$ cat src/pkg/smw_pkg.sv
package smw_pkg;
   // Word indices relative to the block base, one 32-bit register per index.
   localparam logic [31:0] SMW_BLOCK_BASE = 32'h400F_0100;
   localparam logic [7:0] SMW_IDX_INBOUND = 8'h00;
   localparam logic [7:0] SMW_IDX_OUTBOUND = 8'h01;
   localparam logic [7:0] SMW_IDX_BASE0 = 8'h04;
   localparam logic [7:0] SMW_IDX_RDLIM0 = 8'h08;
   localparam logic [7:0] SMW_IDX_WRLIM0 = 8'h0A;
   localparam logic [7:0] SMW_IDX_IRQ_STATUS = 8'h20;
   localparam logic [7:0] SMW_IDX_IRQ_ENABLE = 8'h21;
   localparam logic [7:0] SMW_IDX_IRQ_CLEAR = 8'h22;
   localparam logic [7:0] SMW_IDX_HOST_STATUS = 8'h23;
   // Register byte addresses are four times the index.
   localparam int SMW_ADDR_W = 10;
   // Interrupt status bit positions.
   localparam int SMW_IRQ_INBOUND_BIT = 0;
   localparam int SMW_IRQ_OUTBOUND_BIT = 1;
   localparam int SMW_IRQ_W = 2;
   // Region selection and bound fields of the host window offset.
   localparam int SMW_REGION_SEL_BIT = 15;
   localparam int SMW_BOUND_HI = 14;
   localparam int SMW_BOUND_LO = 2;
   localparam logic [31:0] SMW_BASE_MASK = 32'hFFFF_FFFC;
   localparam logic [15:0] SMW_LIMIT_MASK = 16'h7FFC;
   localparam logic [31:0] SMW_RESET_VAL = 32'h0000_0000;
   localparam logic [1:0] SMW_RESP_OKAY = 2'b00;
   localparam logic [1:0] SMW_RESP_SLVERR = 2'b10;
endpackage

$ cat src/logic/smw_top.sv
`timescale 1ns/100ps
module smw_top (
   // Clock and reset.
   input wire logic aclk,
   input wire logic aresetn,
   // AXI4-Lite write address channel.
   input wire logic [31:0] s_axi_awaddr,
   input wire logic s_axi_awvalid,
   output logic s_axi_awready,
   // AXI4-Lite write data channel.
   input wire logic [31:0] s_axi_wdata,
   input wire logic [3:0] s_axi_wstrb,
   input wire logic s_axi_wvalid,
   output logic s_axi_wready,
   // AXI4-Lite write response channel.
   output logic [1:0] s_axi_bresp,
   output logic s_axi_bvalid,
   input wire logic s_axi_bready,
   // AXI4-Lite read address channel.
   input wire logic [31:0] s_axi_araddr,
   input wire logic s_axi_arvalid,
   output logic s_axi_arready,
   // AXI4-Lite read data channel.
   output logic [31:0] s_axi_rdata,
   output logic [1:0] s_axi_rresp,
   output logic s_axi_rvalid,
   input wire logic s_axi_rready,
   // Host-side mailbox port.
   input wire logic host_inbound_wr,
   input wire logic [7:0] host_inbound_data,
   input wire logic host_outbound_clr,
   input wire logic [7:0] host_outbound_mask,
   output logic [7:0] host_inbound_byte,
   output logic [7:0] host_outbound_byte,
   output logic host_event,
   // Host data-port access request.
   input wire logic [15:0] host_window_offset,
   input wire logic host_data_rd,
   input wire logic host_data_wr,
   output logic [31:0] mem_addr,
   output logic mem_rd,
   output logic mem_wr,
   // Controller interrupt.
   output logic irq
);
   import smw_pkg::*;

   // Register state.
   logic [31:0] base0_q;
   logic [15:0] rdlim0_q;
   logic [15:0] wrlim0_q;
   logic [SMW_IRQ_W-1:0] irq_status_q;
   logic [SMW_IRQ_W-1:0] irq_enable_q;
   logic host_flag_q;
   logic [31:0] mem_addr_q;
   logic mem_rd_q;
   logic mem_wr_q;
   logic irq_q;

   // Bus channel state.
   logic aw_full_q;
   logic [31:0] aw_addr_q;
   logic w_full_q;
   logic [31:0] w_data_q;
   logic [3:0] w_strb_q;
   logic bvalid_q;
   logic [1:0] bresp_q;
   logic rvalid_q;
   logic [31:0] rdata_q;
   logic [1:0] rresp_q;
   // Ready flags live in flops of their own, so the ports see no gate.
   logic awready_q;
   logic wready_q;
   logic arready_q;

   // Mailbox storage wires.
   logic [7:0] inbound_val;
   logic [7:0] outbound_val;
   logic inbound_evt;
   logic outbound_evt;

   // Address forming wires.
   logic region0;
   logic [31:0] region_addr;
   logic read_ok;
   logic write_ok;

   // A write is performed once both address and data are held.
   // It waits while a response stands, so each write gets one answer.
   wire logic wr_fire = aw_full_q && w_full_q && !bvalid_q;
   wire logic [SMW_ADDR_W-1:0] wr_idx = aw_addr_q[SMW_ADDR_W+1:2];
   wire logic [SMW_ADDR_W-1:0] rd_idx = s_axi_araddr[SMW_ADDR_W+1:2];
   wire logic rd_take = s_axi_arvalid && !rvalid_q;

   // Write address decoding.
   // register offsets
   wire logic wr_in = wr_idx == SMW_ADDR_W'(SMW_IDX_INBOUND);
   wire logic wr_out = wr_idx == SMW_ADDR_W'(SMW_IDX_OUTBOUND);
   wire logic wr_base = wr_idx == SMW_ADDR_W'(SMW_IDX_BASE0);
   wire logic wr_rdl = wr_idx == SMW_ADDR_W'(SMW_IDX_RDLIM0);
   wire logic wr_wrl = wr_idx == SMW_ADDR_W'(SMW_IDX_WRLIM0);
   wire logic wr_ien = wr_idx == SMW_ADDR_W'(SMW_IDX_IRQ_ENABLE);
   wire logic wr_icl = wr_idx == SMW_ADDR_W'(SMW_IDX_IRQ_CLEAR);
   wire logic wr_hst = wr_idx == SMW_ADDR_W'(SMW_IDX_HOST_STATUS);
   wire logic wr_hit = wr_in || wr_out || wr_base || wr_rdl || wr_wrl ||
      wr_ien || wr_icl || wr_hst;

   // Byte-lane merge of the written word.
   wire logic [31:0] strb_mask = {{8{w_strb_q[3]}}, {8{w_strb_q[2]}},
      {8{w_strb_q[1]}}, {8{w_strb_q[0]}}};
   wire logic [31:0] wmask = w_data_q & strb_mask;
   wire logic [31:0] base0_d = ((base0_q & ~strb_mask) | wmask) &
      SMW_BASE_MASK;
   wire logic [15:0] rdlim0_d = ((rdlim0_q & ~strb_mask[15:0]) |
      wmask[15:0]) & SMW_LIMIT_MASK;
   wire logic [15:0] wrlim0_d = ((wrlim0_q & ~strb_mask[15:0]) |
      wmask[15:0]) & SMW_LIMIT_MASK;

   // Controller-side mailbox strobes.
   // controller clears inbound
   wire logic ec_in_clr = wr_fire && wr_in && w_strb_q[0];
   wire logic ec_out_wr = wr_fire && wr_out && w_strb_q[0];

   // Read data selection.
   wire logic [31:0] rd_mux =
      (rd_idx == SMW_ADDR_W'(SMW_IDX_INBOUND)) ? {24'h00_0000, inbound_val} :
      (rd_idx == SMW_ADDR_W'(SMW_IDX_OUTBOUND)) ? {24'h00_0000, outbound_val} :
      (rd_idx == SMW_ADDR_W'(SMW_IDX_BASE0)) ? base0_q :
      (rd_idx == SMW_ADDR_W'(SMW_IDX_RDLIM0)) ? {16'h0000, rdlim0_q} :
      (rd_idx == SMW_ADDR_W'(SMW_IDX_WRLIM0)) ? {16'h0000, wrlim0_q} :
      (rd_idx == SMW_ADDR_W'(SMW_IDX_IRQ_STATUS)) ?
         {30'h0000_0000, irq_status_q} :
      (rd_idx == SMW_ADDR_W'(SMW_IDX_IRQ_ENABLE)) ?
         {30'h0000_0000, irq_enable_q} :
      (rd_idx == SMW_ADDR_W'(SMW_IDX_HOST_STATUS)) ?
         {31'h0000_0000, host_flag_q} : 32'h0000_0000;
   wire logic rd_hit = (rd_idx == SMW_ADDR_W'(SMW_IDX_INBOUND)) ||
      (rd_idx == SMW_ADDR_W'(SMW_IDX_OUTBOUND)) ||
      (rd_idx == SMW_ADDR_W'(SMW_IDX_BASE0)) ||
      (rd_idx == SMW_ADDR_W'(SMW_IDX_RDLIM0)) ||
      (rd_idx == SMW_ADDR_W'(SMW_IDX_WRLIM0)) ||
      (rd_idx == SMW_ADDR_W'(SMW_IDX_IRQ_STATUS)) ||
      (rd_idx == SMW_ADDR_W'(SMW_IDX_IRQ_ENABLE)) ||
      (rd_idx == SMW_ADDR_W'(SMW_IDX_HOST_STATUS));

   // Interrupt status next value; a new event wins over a clear.
   wire logic [SMW_IRQ_W-1:0] irq_evt = {outbound_evt, inbound_evt};
   wire logic [SMW_IRQ_W-1:0] irq_clr =
      (wr_fire && wr_icl) ? w_data_q[SMW_IRQ_W-1:0] : '0;
   wire logic [SMW_IRQ_W-1:0] irq_status_d =
      (irq_status_q & ~irq_clr) | irq_evt;
   // The host flag is served by a host clear or a controller write of one.
   wire logic host_flag_clr = host_outbound_clr ||
      (wr_fire && wr_hst && w_data_q[0]);

   // The inbound mailbox: host loads, controller clears.
   // host write event
   smw_mailbox #(.WIDTH(8)) u_inbound (
      .aclk(aclk),
      .aresetn(aresetn),
      .load(host_inbound_wr),
      .load_data(host_inbound_data),
      .clear(ec_in_clr),
      .clear_mask(w_data_q[7:0]),
      .value(inbound_val),
      .event_pulse(inbound_evt)
   );

   // The outbound mailbox: controller loads, host clears.
   // controller write event
   smw_mailbox #(.WIDTH(8)) u_outbound (
      .aclk(aclk),
      .aresetn(aresetn),
      .load(ec_out_wr),
      .load_data(w_data_q[7:0]),
      .clear(host_outbound_clr),
      .clear_mask(host_outbound_mask),
      .value(outbound_val),
      .event_pulse(outbound_evt)
   );

   // Region 0 address and bound checks.
   smw_region_addr u_region (
      .base(base0_q),
      .read_limit(rdlim0_q),
      .write_limit(wrlim0_q),
      .offset(host_window_offset),
      .region0(region0),
      .mem_addr(region_addr),
      .read_ok(read_ok),
      .write_ok(write_ok)
   );

   // Write channel capture; each channel is accepted independently.
   always_ff @(posedge aclk) begin
      if (!aresetn) begin
         aw_full_q <= 1'b0;
         awready_q <= 1'b1;
         aw_addr_q <= SMW_RESET_VAL;
         w_full_q <= 1'b0;
         wready_q <= 1'b1;
         w_data_q <= SMW_RESET_VAL;
         w_strb_q <= 4'h0;
      end else begin
         if (s_axi_awvalid && !aw_full_q) begin
            aw_full_q <= 1'b1;
            awready_q <= 1'b0;
            aw_addr_q <= s_axi_awaddr;
         end else if (wr_fire) begin
            aw_full_q <= 1'b0;
            awready_q <= 1'b1;
         end
         if (s_axi_wvalid && !w_full_q) begin
            w_full_q <= 1'b1;
            wready_q <= 1'b0;
            w_data_q <= s_axi_wdata;
            w_strb_q <= s_axi_wstrb;
         end else if (wr_fire) begin
            w_full_q <= 1'b0;
            wready_q <= 1'b1;
         end
      end
   end

   // Write response; unmapped addresses answer with a slave error.
   always_ff @(posedge aclk) begin
      if (!aresetn) begin
         bvalid_q <= 1'b0;
         bresp_q <= SMW_RESP_OKAY;
      end else if (wr_fire) begin
         bvalid_q <= 1'b1;
         bresp_q <= wr_hit ? SMW_RESP_OKAY : SMW_RESP_SLVERR;
      end else if (s_axi_bready) begin
         bvalid_q <= 1'b0;
      end
   end

   // Read channel: one cycle from address to data.
   // The address is decoded straight from the bus, so it must stay steady
   // while arvalid is high, which the bus rules ask of the master anyway.
   always_ff @(posedge aclk) begin
      if (!aresetn) begin
         rvalid_q <= 1'b0;
         arready_q <= 1'b1;
         rdata_q <= SMW_RESET_VAL;
         rresp_q <= SMW_RESP_OKAY;
      end else if (rd_take) begin
         rvalid_q <= 1'b1;
         arready_q <= 1'b0;
         rdata_q <= rd_mux;
         rresp_q <= rd_hit ? SMW_RESP_OKAY : SMW_RESP_SLVERR;
      end else if (s_axi_rready) begin
         rvalid_q <= 1'b0;
         arready_q <= 1'b1;
      end
   end

   // Region and interrupt enable registers, zero after reset.
   // reset to zero
   always_ff @(posedge aclk) begin
      if (!aresetn) begin
         base0_q <= SMW_RESET_VAL;
         rdlim0_q <= 16'h0000;
         wrlim0_q <= 16'h0000;
         irq_enable_q <= '0;
      end else if (wr_fire) begin
         if (wr_base)
            base0_q <= base0_d;
         if (wr_rdl)
            rdlim0_q <= rdlim0_d;
         if (wr_wrl)
            wrlim0_q <= wrlim0_d;
         if (wr_ien)
            irq_enable_q <= w_data_q[SMW_IRQ_W-1:0];
      end
   end

   // Sticky event flags; the host flag is served by a host clear or a controller write of one.
   // events held
   always_ff @(posedge aclk) begin
      if (!aresetn) begin
         irq_status_q <= '0;
         host_flag_q <= 1'b0;
         irq_q <= 1'b0;
      end else begin
         irq_status_q <= irq_status_d;
         irq_q <= |(irq_status_d & irq_enable_q);
         if (outbound_evt)
            host_flag_q <= 1'b1;
         else if (host_flag_clr)
            host_flag_q <= 1'b0;
      end
   end

   // Registered memory request from the host data port.
   always_ff @(posedge aclk) begin
      if (!aresetn) begin
         mem_addr_q <= SMW_RESET_VAL;
         mem_rd_q <= 1'b0;
         mem_wr_q <= 1'b0;
      end else begin
         mem_addr_q <= region0 ? region_addr : mem_addr_q;
         mem_rd_q <= host_data_rd && read_ok;
         mem_wr_q <= host_data_wr && write_ok;
      end
   end

   // Output drive.
   assign s_axi_awready = awready_q;
   assign s_axi_wready = wready_q;
   assign s_axi_bvalid = bvalid_q;
   assign s_axi_bresp = bresp_q;
   assign s_axi_arready = arready_q;
   assign s_axi_rvalid = rvalid_q;
   assign s_axi_rdata = rdata_q;
   assign s_axi_rresp = rresp_q;
   assign host_inbound_byte = inbound_val;
   assign host_outbound_byte = outbound_val;
   assign host_event = host_flag_q;
   assign mem_addr = mem_addr_q;
   assign mem_rd = mem_rd_q;
   assign mem_wr = mem_wr_q;
   assign irq = irq_q;
endmodule

$ cat src/logic/smw_mailbox.sv
`timescale 1ns/100ps
// One byte mailbox: the writer side loads it and raises an event flag,
// the reader side clears bits written with one.
module smw_mailbox #(
   parameter int WIDTH = 8
) (
   // Clock and reset.
   input wire logic aclk,
   input wire logic aresetn,
   // Loading side.
   input wire logic load,
   input wire logic [WIDTH-1:0] load_data,
   // Clearing side.
   input wire logic clear,
   input wire logic [WIDTH-1:0] clear_mask,
   // Shared storage and event.
   output logic [WIDTH-1:0] value,
   output logic event_pulse
);
   initial begin
      if (WIDTH < 1) $error("smw_mailbox: WIDTH must be positive.");
   end

   // Load wins over a clear in the same cycle, so no message is lost.
   always_ff @(posedge aclk) begin
      if (!aresetn) begin
         value <= '0;
         event_pulse <= 1'b0;
      end else begin
         event_pulse <= load;
         if (load)
            value <= load_data;
         else if (clear)
            value <= value & ~clear_mask;
      end
   end
endmodule

$ cat src/logic/smw_region_addr.sv
`timescale 1ns/100ps
// Region 0 address former with read and write bound checks.
module smw_region_addr (
   // Programmed region settings.
   input wire logic [31:0] base,
   input wire logic [15:0] read_limit,
   input wire logic [15:0] write_limit,
   // Host window offset.
   input wire logic [15:0] offset,
   // Results.
   output logic region0,
   output logic [31:0] mem_addr,
   output logic read_ok,
   output logic write_ok
);
   import smw_pkg::*;
   wire logic [12:0] offs_w = offset[SMW_BOUND_HI:SMW_BOUND_LO];
   // Region selection and address sum.
   // bit 15 select
   assign region0 = ~offset[SMW_REGION_SEL_BIT];
   assign mem_addr = (base & SMW_BASE_MASK) + {16'h0000, offset};
   assign read_ok = region0 && (offs_w < read_limit[SMW_BOUND_HI:SMW_BOUND_LO]);
   assign write_ok = region0 &&
      (offs_w < write_limit[SMW_BOUND_HI:SMW_BOUND_LO]);
endmodule

$ cat config.mk
export PLATFORM = sky130hd
export DESIGN_NAME = smw_top
export DESIGN_NICKNAME = d
export VERILOG_FILES = /design/src/pkg/smw_pkg.sv /design/src/logic/smw_top.sv /design/src/logic/smw_mailbox.sv /design/src/logic/smw_region_addr.sv
export SDC_FILE = /design/constraint.sdc
export NUM_CORES = 1
export LEC_CHECK = 0
export ABC_AREA = 1
export BUFFER_PORTS_ARGS = -buffer_cell sky130_fd_sc_hd__buf_2
export CORE_UTILIZATION = 55
export DETAILED_ROUTE_END_ITERATION = 6
export GPL_TIMING_DRIVEN = 0
export PLACE_DENSITY = 0.81
export SLEW_MARGIN = 0
export SYNTH_ARGS = -nofsm -noshare
export SYNTH_HDL_FRONTEND = slang
export SYNTH_HIERARCHICAL = 1
export SYNTH_SLANG_ARGS = --single-unit
export TNS_END_PERCENT = 5
$ cat constraint.sdc
create_clock -name aclk -period 2.3 [get_ports aclk]
set_clock_uncertainty 0.05 [all_clocks]
set_input_delay 0.345 -clock aclk [delete_from_list [all_inputs] [get_ports aclk]]
set_output_delay 0.345 -clock aclk [all_outputs]
set_load 0.01 [all_outputs]
==> summary.txt <==
Synth
  – Synth unique cells: 44
  – Synth area leaders: dfxtp_1, nand2_1, nor2_1
  – Post-synthesis simple-gate area fraction: 28.4%
  – Mapped Avg Cell Area: 6.93 um2
  – Seq/Total Area, Yosys: 39.2%
  – Post-Synth XOR/XNOR Area: 1.11%
  – Largest area contributor in the netlist: dfxtp_1
  – Syn Inst Count: 1,480
  – Synth warnings: 6
  – Predominant post-synthesis flop cell: dfxtp_1
  – EDFF count, synth: 0
  – Asr flop ratio synth: 0%
  – Top cell type's share of synthesized area: 39.2%
  – Post-synthesis mux area share: 0%
  – Main combinational cell family by area after synthesis: simple AND/OR/NAND/NOR gates
  – Synth Area in Compound Gates: 15.9%
  – Mapped cell area: 10,300 um2
  – Adder-cell share of the synthesized area: 4.83%
  – #FFs+latches synth: 201

Clock network
  – Clock buffer count from CTS: 23
  – CTS clk-pin slew, worst paths: 0.06 ns
  – H-tree Lvls: 1
  – Clock root cell: clkbuf_16
  – CTS tree: done
  – Clock Path Buffers: 3
  – Clock insertion delay at the later pin of the skew report: 0.52 ns
  – Clk sinks: 201

Timing
  – Hold_ws: 0.00199 ns
  – Final-report setup violation count: 0
  – F_max: 469 MHz
  – Final Slew Violations: 0
  – Worst-margin pin slew: 0.791 ns
  – RSZ-0062 raised after global routing: false
  – Final hold viol count: 0
  – Slew margin rel.: 47.3%
  – Tcrit/Tclk final: 92.7%
  – TNS Setup: 0 ns
  – Min cycle time layout: 2.13 ns

Job
  – Max_cap viols: 0

Setup path
  – Worst-path fanout max: 4
  – Kind of critical path: flip-flop to flip-flop
  – Critical path endpoint category: flip-flop
  – Critical path startpoint category: flip-flop
  – Required time at the endpoint of the critical path: 2.66 ns
  – CP Data Arrival Time: 2.49 ns

Final layout
  – Commonest non-fill, non-tap cells in the layout: nand2_1, nor2_1, dfxtp_1
  – Layout cells sized above 1: 17.9%
  – Ant. Diodes: 0
  – Layout Nets: 1,890
  – P&R area growth vs syn: 21.4%
  – Final design utilization: 68.6%
  – Most common cell after layout, fill and taps aside: nand2_1
  – Final instance area: 12,400 um2
  – Fin cells: 1,954

Drt
  – DR iter-0 viols: 813
  – Drc violations: 14
  – Wirelength per Cell: 15.5 um
  – DRT antenna net count: 0
  – Routed vias/inst: 5.32
  – Detailed-route via count: 10.4k
  – Detailed Routing Iterations Pass 1: 7
  – Total Wirelength: 30,300 um

Floorplanning
  – Core ar.: 18,100 um2
  – Initial Util: 56.5%
  – Die area: 19,200 um2
  – Chip Width: 139 um
  – Die H: 139 um
  – Row cnt: 49
  – I/O pins: 236

Outcome
  – Run status: finished, violations left
  – Failing checks: design-rule violations

Global route
  – Number of global-route vias before repair: 9,719
  – Remaining global-route overflow: 0
  – Initial antenna violation count: 0
  – Global-route wire length before repair: 48,000 um
  – GRT Overall Usage: 31.2%
  – Largest net degree at the start of global routing: 14

Worst hold path
  – Hold WC Path Type: input pin to flip-flop

Placement
  – DP Area: 11,500 um2
  – Placer Congestion: 0.994
  – Post-DP HPWL: 23,200 um
  – I/O Buffers: 187
  – Placed cell count: 1,897

Power and ir drop
  – VDD IR max: 0.000621 V
  – Cell Pwr Density: 674 nW/um2
  – P_leak: 5.73 nW
routing by layer:
layer  global-route usage (%)  up-vias  wire length, um
li1                         -     5218                -
met1                     40.3     4674            12600
met2                     52.2      435            13900
met3                     5.28       73             2650
met4                     11.6        0             1050
met5                        0        -                0
metrics by stage:
stage               worst slack, ns  power [mW]
floorplan                     0.471        4.22
global placement              0.158        4.53
detailed placement            0.142        4.54
CTS                           0.188        8.40
global route                 0.0339        8.65
finish                        0.169        8.38
repair_timing:
item / in CTS / in global routing
endpoints found under the hold margin: 15 / 0
buffers inserted: 0 / 0
resized for setup: 0 / 0
hold buffers: 15 / 0
setup endpoints to repair: 0 / 0
cells in the mapped netlist, types with 2 or more instances:
cell type	instances
nand4_1	23
o21ai_1	16
nor2_1	202
buf_2	6
nor2_2	9
clkinv_2	2
clkbuf_1	37
and2_1	2
o21bai_1	5
nand3_2	4
o21ai_2	3
o2111ai_1	2
xnor2_1	2
nand2_1	295
nand3_1	68
o21ai_0	150
buf_4	5
nor3_4	4
a21oi_2	3
nand3_4	4
nand2_2	13
ha_1	38
nor3_2	6
a21oi_1	132
xor2_1	11
nand3b_1	3
dfxtp_1	201
nor2_4	4
inv_1	191
nor3_1	9
nor4_1	3
buf_6	10
inv_2	6
power breakdown:
part / switching [mW] / internal, mW
clock network: 1.50 / 2.38
logic: 0.512 / 0.287
registers: 0.100 / 3.61
critical path, stage by stage (launching register included):
cell	delay [ns]
dfxtp_1	0.40
ha_1	0.19
inv_1	0.05
fa_1	0.42
nor2_1	0.16
nor2_2	0.09
o21ai_2	0.21
nand3_1	0.13
nand3_1	0.09
nand2_1	0.06
nor2_1	0.11
nor2_1	0.06
cell type report:
class                   count  area, um2
plain buffers              58        319
clock buffers              31        666
clock inverters            11        150
fillers                  1583       5700
inverters                 200        753
multi-input cells        1022       5160
flip-flops and latches    201       4020
well taps                 229        287
repair buffers            202       1090
kinds of logic after synthesis:
| logic type | count (synthesis) |
|---|---|
| fa+ha+maj | 39 |
| compound gates | 315 |
| other cells | 1 |
| buf+inv | 258 |
| flops | 201 |
| simple gates | 653 |
| xor+xnor | 13 |
worst paths after layout:
path | depth (start not counted) | slack (ns) | start | endpoint
hold / removal | 3 | 0.002 | s_axi_wdata[5] | w_data_q[5]$_SDFFE_PN0P_
hold reg to reg | 2 | 0.41 | w_full_q$_SDFFE_PN0P_ | w_full_q$_SDFFE_PN0P_
setup reg to reg | 11 | 0.17 | flip-flop | mem_addr[16]$_SDFFE_PN0P_
setup / recovery | 11 | 0.17 | flip-flop | mem_addr[16]$_SDFFE_PN0P_
Note: power is estimated with default switching activity, not from simulation.
